## config.mk

```make
export PLATFORM = sky130hd
export DESIGN_NAME = network_status_map
export DESIGN_NICKNAME = d
export VERILOG_FILES = /design/src/pkg/netstat_pkg.sv /design/src/network_status_map.sv
export VERILOG_INCLUDE_DIRS = /design/src /design/src/pkg
export SDC_FILE = /design/constraint.sdc
export NUM_CORES = 1
export LEC_CHECK = 0
export BUFFER_PORTS_ARGS = -buffer_cell sky130_fd_sc_hd__buf_2
export CAP_MARGIN = 20
export CELL_PAD_IN_SITES_DETAIL_PLACEMENT = 2
export CELL_PAD_IN_SITES_GLOBAL_PLACEMENT = 2
export CORE_AREA = 2 2 302 304
export CTS_CLUSTER_DIAMETER = 50
export CTS_CLUSTER_SIZE = 20
export DETAILED_ROUTE_END_ITERATION = 6
export DIE_AREA = 0 0 304 306
export PLACE_DENSITY_LB_ADDON = 0.1
export SYNTH_ARGS = -nofsm -noshare
export SYNTH_HDL_FRONTEND = slang
export SYNTH_SLANG_ARGS = --single-unit
```

## constraint.sdc

```tcl
create_clock -name CLK_I -period 5.55 [get_ports CLK_I]
set_input_delay 1.11 -clock CLK_I [delete_from_list [all_inputs] [get_ports CLK_I]]
set_output_delay 1.11 -clock CLK_I [all_outputs]
set_load 0.005 [all_outputs]
```

## src/pkg/netstat_params.svh

```systemverilog
// Purpose: Constants for the network status map register bank
// Assumes: Avalon-MM word addressing, 32-bit data, 16-bit registers
// Notes: Registers sit in the low half of each word
`ifndef NETSTAT_PARAMS_SVH
`define NETSTAT_PARAMS_SVH

// Word addresses (index); byte address is four times the index
`define ADR_HEALTHY_0 8'h00
`define ADR_HEALTHY_3 8'h03
`define ADR_CMD_BASE 8'h10
`define ADR_STS_BASE 8'h11
`define ADR_CH_LAST 8'h1d
`define ADR_ERRMAP_0 8'h20
`define ADR_ERRMAP_15 8'h2f
`define ADR_STATION 8'h30
`define ADR_ONLINE_0 8'h38
`define ADR_ONLINE_RSV_LAST 8'h3f
`define ADR_STANDBY_0 8'h40
`define ADR_STANDBY_RSV_LAST 8'h47
`define ADR_IRQ_STATUS 8'h50
`define ADR_IRQ_MASK 8'h51

// Station status word bit positions
`define STN_TEST 0
`define STN_MASTER 4
`define STN_SCAN_INH 5
`define STN_TERMINATE 6
`define STN_REPEAT 7
`define STN_L2_TX_INH 8
`define STN_L2_RX_INH 9
`define STN_L1_TX_INH 10
`define STN_L1_RX_INH 11
`define STN_ONLINE 12
`define STN_STANDBY 13
`define STN_OFFLINE 14
`define STN_DOWN 15
`define STN_USED_MASK 16'hfff1

// Interrupt status bits
`define IRQ_HEALTH_LOST 0
`define IRQ_UPDATE_ERR 1
`define IRQ_STATION_CHG 2
`define IRQ_MAP_CHG 3
`define IRQ_WIDTH 4

`define CMD_RESET 16'h0000
`endif

```

## src/pkg/netstat_pkg.sv

```systemverilog
// Purpose: Types for the network status map register bank
// Assumes: Used as netstat_pkg::name, never imported
// Notes: Constants live in netstat_params.svh
package netstat_pkg;
  typedef logic [15:0] word_t;
  typedef enum logic [1:0] {BUS_IDLE, BUS_ANSWER} bus_state_e;
endpackage

```

## src/network_status_map.sv

```systemverilog
// Purpose: Status register bank reporting plant network health
// Assumes: Adapters drive status levels synchronous to CLK_I
// Notes: One wait state per access; unmapped reads return zero
`timescale 1ns/1ns
`include "netstat_params.svh"

module network_status_map #(
  parameter int NUM_CH = 7,
  parameter int NUM_LINK = 256,
  parameter int NUM_STN = 64,
  parameter int NUM_HEALTHY = 64
) (
  input wire logic CLK_I,
  input wire logic RST_N_I,
  input wire logic [7:0] AVS_ADDRESS_I,
  input wire logic AVS_READ_I,
  input wire logic AVS_WRITE_I,
  input wire logic [31:0] AVS_WRITEDATA_I,
  input wire logic [3:0] AVS_BYTEENABLE_I,
  output logic [31:0] AVS_READDATA_O,
  output logic AVS_WAITREQUEST_O,
  input wire logic [NUM_HEALTHY-1:0] WORD_HEALTHY_I,
  input wire logic [NUM_LINK-1:0] LINK_UPDATE_FAIL_I,
  input wire logic [NUM_CH*16-1:0] CH_STATUS_I,
  output logic [NUM_CH*16-1:0] CH_COMMAND_O,
  input wire logic [15:0] STATION_STATUS_I,
  input wire logic [NUM_STN-1:0] STN_ONLINE_I,
  input wire logic [NUM_STN-1:0] STN_STANDBY_I,
  output logic IRQ_O
);

  localparam int HW = NUM_HEALTHY / 16;
  localparam int EW = NUM_LINK / 16;
  localparam int SW = NUM_STN / 16;

  netstat_pkg::bus_state_e bus_state_r;
  logic [NUM_HEALTHY-1:0] healthy_r;
  logic [NUM_LINK-1:0] errmap_r;
  logic [NUM_CH*16-1:0] ch_status_r;
  logic [NUM_CH*16-1:0] ch_cmd_r;
  logic [15:0] station_r;
  logic [NUM_STN-1:0] online_r;
  logic [NUM_STN-1:0] standby_r;
  logic [`IRQ_WIDTH-1:0] irq_sts_r;
  logic [`IRQ_WIDTH-1:0] irq_mask_r;
  logic [`IRQ_WIDTH-1:0] irq_evt;
  logic [15:0] rd_word;
  logic [7:0] ch_off;
  logic [7:0] adr;
  logic wr_take;
  logic [15:0] be_mask;

  assign adr = AVS_ADDRESS_I;
  assign wr_take = (bus_state_r == netstat_pkg::BUS_ANSWER) && AVS_WRITE_I;
  assign be_mask = {{8{AVS_BYTEENABLE_I[1]}}, {8{AVS_BYTEENABLE_I[0]}}};
  assign ch_off = adr - `ADR_CMD_BASE;

  // Sample adapter levels; a registered copy keeps reads stable
  always_ff @(posedge CLK_I or negedge RST_N_I)
  begin
    if (!RST_N_I)
    begin
      healthy_r <= '0;
      errmap_r <= '0;
      ch_status_r <= '0;
      station_r <= '0;
      online_r <= '0;
      standby_r <= '0;
    end
    else
    begin
      healthy_r <= WORD_HEALTHY_I;
      errmap_r <= LINK_UPDATE_FAIL_I;
      ch_status_r <= CH_STATUS_I;
      // Unused station bits forced low so they read zero
      station_r <= STATION_STATUS_I & `STN_USED_MASK;
      online_r <= STN_ONLINE_I;
      standby_r <= STN_STANDBY_I;
    end
  end

  // Events: a flag dropping or rising, per the adapters' view
  always_comb
  begin
    irq_evt = '0;
    irq_evt[`IRQ_HEALTH_LOST] = |(healthy_r & ~WORD_HEALTHY_I);
    irq_evt[`IRQ_UPDATE_ERR] = |(~errmap_r & LINK_UPDATE_FAIL_I);
    irq_evt[`IRQ_STATION_CHG] =
      (station_r != (STATION_STATUS_I & `STN_USED_MASK));
    irq_evt[`IRQ_MAP_CHG] =
      (online_r != STN_ONLINE_I) || (standby_r != STN_STANDBY_I);
  end

  // Sticky status, write one to clear; a new event beats the clear
  always_ff @(posedge CLK_I or negedge RST_N_I)
  begin
    if (!RST_N_I)
      irq_sts_r <= '0;
    else if (wr_take && adr == `ADR_IRQ_STATUS && AVS_BYTEENABLE_I[0])
      irq_sts_r <= (irq_sts_r & ~AVS_WRITEDATA_I[`IRQ_WIDTH-1:0]) | irq_evt;
    else
      irq_sts_r <= irq_sts_r | irq_evt;
  end

  // Mask register gates status onto the interrupt line
  always_ff @(posedge CLK_I or negedge RST_N_I)
  begin
    if (!RST_N_I)
      irq_mask_r <= '0;
    else if (wr_take && adr == `ADR_IRQ_MASK && AVS_BYTEENABLE_I[0])
      irq_mask_r <= AVS_WRITEDATA_I[`IRQ_WIDTH-1:0];
  end

  // Interrupt level registered so the output comes from a flip-flop
  always_ff @(posedge CLK_I or negedge RST_N_I)
  begin
    if (!RST_N_I)
      IRQ_O <= 1'b0;
    else
      IRQ_O <= |(irq_sts_r & irq_mask_r);
  end

  // Channel command words, one per channel, byte-lane writes
  genvar gc;
  generate
    for (gc = 0; gc < NUM_CH; gc++)
    begin : g_cmd
      always_ff @(posedge CLK_I or negedge RST_N_I)
      begin
        if (!RST_N_I)
          ch_cmd_r[gc*16 +: 16] <= `CMD_RESET;
        else if (wr_take && adr >= `ADR_CMD_BASE && adr <= `ADR_CH_LAST
                 && ch_off[0] == 1'b0 && ch_off[7:1] == 7'(gc))
          ch_cmd_r[gc*16 +: 16] <= (ch_cmd_r[gc*16 +: 16] & ~be_mask)
                                   | (AVS_WRITEDATA_I[15:0] & be_mask);
      end
    end
  endgenerate

  assign CH_COMMAND_O = ch_cmd_r;

  // Read decode; all maps pack sixteen per word, low index at bit 0
  always_comb
  begin
    rd_word = 16'h0000;
    if (adr >= `ADR_HEALTHY_0 && adr < `ADR_HEALTHY_0 + 8'(HW))
      rd_word = healthy_r[(adr - `ADR_HEALTHY_0)*16 +: 16];
    else if (adr >= `ADR_CMD_BASE && adr <= `ADR_CH_LAST)
    begin
      if (ch_off[0] == 1'b0)
        rd_word = ch_cmd_r[ch_off[7:1]*16 +: 16];
      else
        rd_word = ch_status_r[ch_off[7:1]*16 +: 16];
    end
    else if (adr >= `ADR_ERRMAP_0 && adr < `ADR_ERRMAP_0 + 8'(EW))
      rd_word = errmap_r[(adr - `ADR_ERRMAP_0)*16 +: 16];
    else if (adr == `ADR_STATION)
      rd_word = station_r;
    else if (adr >= `ADR_ONLINE_0 && adr < `ADR_ONLINE_0 + 8'(SW))
      rd_word = online_r[(adr - `ADR_ONLINE_0)*16 +: 16];
    else if (adr >= `ADR_STANDBY_0 && adr < `ADR_STANDBY_0 + 8'(SW))
      rd_word = standby_r[(adr - `ADR_STANDBY_0)*16 +: 16];
    else if (adr == `ADR_IRQ_STATUS)
      rd_word = {12'h000, irq_sts_r};
    else if (adr == `ADR_IRQ_MASK)
      rd_word = {12'h000, irq_mask_r};
    else
      rd_word = 16'h0000; // Reserved words read zero
  end

  // Avalon slave: one wait cycle, then answer; writes to RO ignored
  always_ff @(posedge CLK_I or negedge RST_N_I)
  begin
    if (!RST_N_I)
    begin
      bus_state_r <= netstat_pkg::BUS_IDLE;
      AVS_WAITREQUEST_O <= 1'b1;
      AVS_READDATA_O <= 32'h0000_0000;
    end
    else
    begin
      case (bus_state_r)
        netstat_pkg::BUS_IDLE:
        begin
          if (AVS_READ_I || AVS_WRITE_I)
          begin
            bus_state_r <= netstat_pkg::BUS_ANSWER;
            AVS_WAITREQUEST_O <= 1'b0;
            AVS_READDATA_O <= {16'h0000, rd_word};
          end
        end
        default:
        begin
          bus_state_r <= netstat_pkg::BUS_IDLE;
          AVS_WAITREQUEST_O <= 1'b1;
        end
      endcase
    end
  end

endmodule

```

==> results.md <==
Yosys:
- The post-synthesis cell type count is 60.
- Synthesis produced a netlist whose cell count is 2,203.
- The Yosys step of the flow raised 0 warnings.
- After synthesis, the mean cell area works out to 13.6 um^2.
- The post-synthesis instance area is 30,000 um^2.
- In the post-synthesis netlist, the biggest area contributors are sky130_fd_sc_hd__dfrtp_1 59%, sky130_fd_sc_hd__mux4_2 11%, sky130_fd_sc_hd__mux2_2 4.7%.
- For this run, asynchronously set or reset flops after synthesis account for 1.00.
- Yosys instantiated no cell more often than sky130_fd_sc_hd__dfrtp_1.
- The number of flops mapped to enable cells by yosys is 0.
- The largest total area in the synthesized netlist belongs to sky130_fd_sc_hd__dfrtp_1.
- The flop and latch count out of synthesis is 712.
- Sorting the synthesized cells by how often they occur yields 711 x sky130_fd_sc_hd__dfrtp_1, 311 x sky130_fd_sc_hd__inv_1, 148 x sky130_fd_sc_hd__mux4_2.
- The most used flip-flop cell after synthesis is sky130_fd_sc_hd__dfrtp_1.
- The share of the Yosys chip area taken by registers is 0.594.
- The share of synthesized area in the top cell type comes to 0.593.

Finish:
- The share of post-route cells with drive strength above 1 is 0.401.
- The net count reported at finish is 3,608.
- Relative to the synthesized area, the layout overhead comes to 28.3%.
- The final non-filler cell total is 4,253.
- The area of all placed cells without fillers is 38,500 um^2.

Global route:
- The overall overflow remaining after global route is 0.
- The initial antenna violation count is 42.
- The pin count of the biggest net entering global routing is 139.
- In the global route stage, met2 resource usage came out at 0.509.
- The wire length of the first global-routing pass is 193 mm.
- The aggregate global-route resource usage is 0.291.
- The number of global-route vias before repair was 25,900.
- In the global route stage, met1 resource usage came out at 0.365.
- The global routing stage identified its most utilized layer as met2.
- For this run, global-route usage on met3 was measured as 0.0516.

Detailed routing:
- The number of violations reported at the end of detailed-routing iteration 0 is 1,394.
- The DRC violations left is 0.
- After detailed routing, the number of vias per cell comes to 5.24.
- The first detailed-routing pass ran for 5 iterations.
- Wires add up to 135 mm.
- In this run the remaining antenna-violating nets after routing total 0.
- The detailed router placed 22,300 vias in this run.
- In the final routed layout, each cell accounts on average for 31.8 um.

Critical path:
- The start point of the critical path is AVS_ADDRESS_I[5].
- The slowest stage of the critical path belongs to the cell sky130_fd_sc_hd__and4_1.
- STA classifies the critical path endpoint as a register.
- Along the worst path, the maximum fanout reaches 14.
- For this run, the slowest stage of the critical path takes 0.71 ns.
- Walking the worst path, the cells encountered are buf_2 > inv_1 > ha_1 > nand4_1 > a221o_1 > a21oi_4 > and4_1 > mux2_2.
- The data arrival time of the critical path is 4.38 ns.
- The kind of critical path is in -> reg.
- In this run the critical register-to-register path is launched from bus_state_r[0].
- In this run the critical register-to-register path is captured at AVS_READDATA_O[12].
- The worst setup path is launched from an input port.
- The worst-case reg-to-reg path depth is 7.
- The setup slack of the most critical reg-to-reg path is 2.71 ns.
- The critical path required time is 6.08 ns.

Power and ir drop:
- Of the total power, the clock network draws 0.484.
- Across the VDD grid, the largest voltage drop is 0.246 mV.
- Power spread over the standard cell area amounts to 349 nW/um^2.
- The net switching power is 3.70 mW.
- The share of total power dissipated in sequential elements is 0.416.
- Of the total power, combinational logic draws 0.100.
- Of the total power, the share spent switching nets is 0.275.
- The analysis attributes to cell leakage a power of 18.7 nW.
- The internal power consumption is 9.74 mW.
- The design draws 13.4 mW.

Clocking:
- The total clock sinks is 712.
- The number of buffers added for setup after CTS is 0.
- After clock tree synthesis, the clock-pin slew on the worst setup and hold paths is 0.06 ns.
- The number of levels the H-tree was split into is 3.
- The tree is rooted in a sky130_fd_sc_hd__clkbuf_16.
- The post-cts gate resize count is 0.
- Hold repair after CTS inserted 0 buffers.
- The maximum buffer depth of the clock tree is 3.
- Clock latency on the worst-skew pair, taken at its later pin, is 0.66 ns.
- The TritonCTS clock tree is built.
- In this run, CTS created clock tree buffers numbering 95.

STA:
- The final period demand of the worst path is 3.85 ns.
- The clock skew is 0.0278 ns.
- Setup violations remaining at the end of the flow were counted as 0.
- The worst relative slew slack is 0.292.
- Setup repair after global routing left no endpoint under its margin.
- Setup slack closes at 1.70 ns.
- The final setup TNS is 0 ns.
- Derived from the worst setup path, the maximum achievable clock frequency is 260 MHz.
- The number of slew-limit violations in the final report is 0.
- Dividing the final minimum period by the clock period gives 0.693.
- The final count of hold timing violations is 0.
- The actual slew at the worst max-slew pin is 1.05 ns.

Floorplanning:
- The initial core utilization is 0.335.
- The area of the core is 89,600 um^2.
- The y dimension of the die is 306 um.
- The width of the die is 304 um.
- The row count is 110.
- The die area is 93,000 um^2.
- 770 I/O pins were placed.

Place:
- Port buffering added 732 buffers.
- The HPWL after detailed placement is 107 mm.
- The placed instances occupy a cell area of 35,100 um^2.
- The post-placement cell count is 4,058.
- Routability-driven placement finished with a final weighted congestion of 0.862.
- Before CTS, the worst setup slack after placement is 1.08 ns.

Min path:
- The sink of the worst hold path is AVS_WAITREQUEST_O.
- Counting instances, the worst hold path has a depth of 2.
- In this run the most critical hold path is launched from AVS_WAITREQUEST_O.
- The worst hold path belongs to the class reg -> reg.

Status:
- The flow ran to the end, and the final reports show no timing, DRC or antenna violations.

Run:
- The reported max-cap violation count is 0.
layout by cell type (no fill, tap or decap), drive strengths merged, types with 7 or more instances in the layout:
cell	synthesis	layout
buf	66	759
dfrtp	711	711
inv	312	347
mux4	148	148
o22ai	134	134
mux2	124	124
clkbuf	29	105
xor2	78	78
mux2i	63	63
nand2	50	50
nor4	49	49
xnor2	47	47
nor2	46	46
nand2b	42	42
nand4	34	34
nand3	28	28
a221oi	26	26
a21oi	25	25
clkinv	0	22
nor2b	21	21
a22oi	21	21
diode	0	18
o21ai	17	17
nor3	16	16
o2111ai	16	16
conb	1	16
a22o	14	14
a211oi	13	13
a2111oi	10	10
and3	8	8
bufinv	0	8
clkinvlp	0	7
cell type report:
type                       count  area [um^2]
clock inverter                72          828
clock buffer                 105         2530
sequential                   712        17800
timing repair buffer         759         4010
inverter                     312         1170
multi-input combinational   1099        10600
antenna                       18         45.0
tap                         1176         1470
fill                        9079        51100
through the flow:
step | util | hold WS, ns
detailed placement | 0.391 | 0.492
global placement | 0.391 | 0.478
finish | 0.429 | 0.496
CTS | 0.429 | 0.502
global route | 0.429 | 0.517
floorplan | - | 0.454
per-layer routing:
metal,part of all wire,wire (um)
met5,0.0014,195
met4,0.032,4340
met2,0.51,69100
met3,0.043,5740
met1,0.41,55800
worst max path at each step:
stage,cells past startpoint,endpoint,slack [ns]
2_1_floorplan,9,register,2.26
3_3_place_gp,8,register,1.20
3_5_place_dp,8,register,1.08
4_1_cts,8,register,1.77
5_1_grt,8,register,1.57
6_report,8,register,1.70
critical path: cells and delay by family:
family          cells  cell delay [ns]
compound gates      2             1.20
fa+ha+maj           1             0.30
buf+inv             2             0.42
mux                 1             0.40
simple gates        2             0.92
power by group through the flow:
| stage | Combinational [mW] | Sequential [mW] | Clock (mW) |
|---|---|---|---|
| after floorplan | 0.574 | 5.60 | 0 |
| after global placement | 1.33 | 5.66 | 0 |
| after detailed placement | 1.35 | 5.68 | 0 |
| after CTS | 1.37 | 5.59 | 6.62 |
| after global routing | 1.45 | 5.61 | 6.85 |
| final | 1.35 | 5.59 | 6.50 |
kinds of logic (layout without fill, tap and decap cells):
logic type | after synthesis | count (layout) | share of synthesized area
adders and majority gates | 5 | 5 | 0.00209
xor gates and xnor gates | 125 | 125 | 0.0365
other | 1 | 34 | 0.000125
buffers and inverters | 407 | 1248 | 0.0550
AOI/OAI and AO/OA | 308 | 308 | 0.0725
DFF | 712 | 712 | 0.594
muxes | 335 | 335 | 0.179
and+or+nand+nor | 310 | 310 | 0.0610
(Power assumes the default switching activity.)
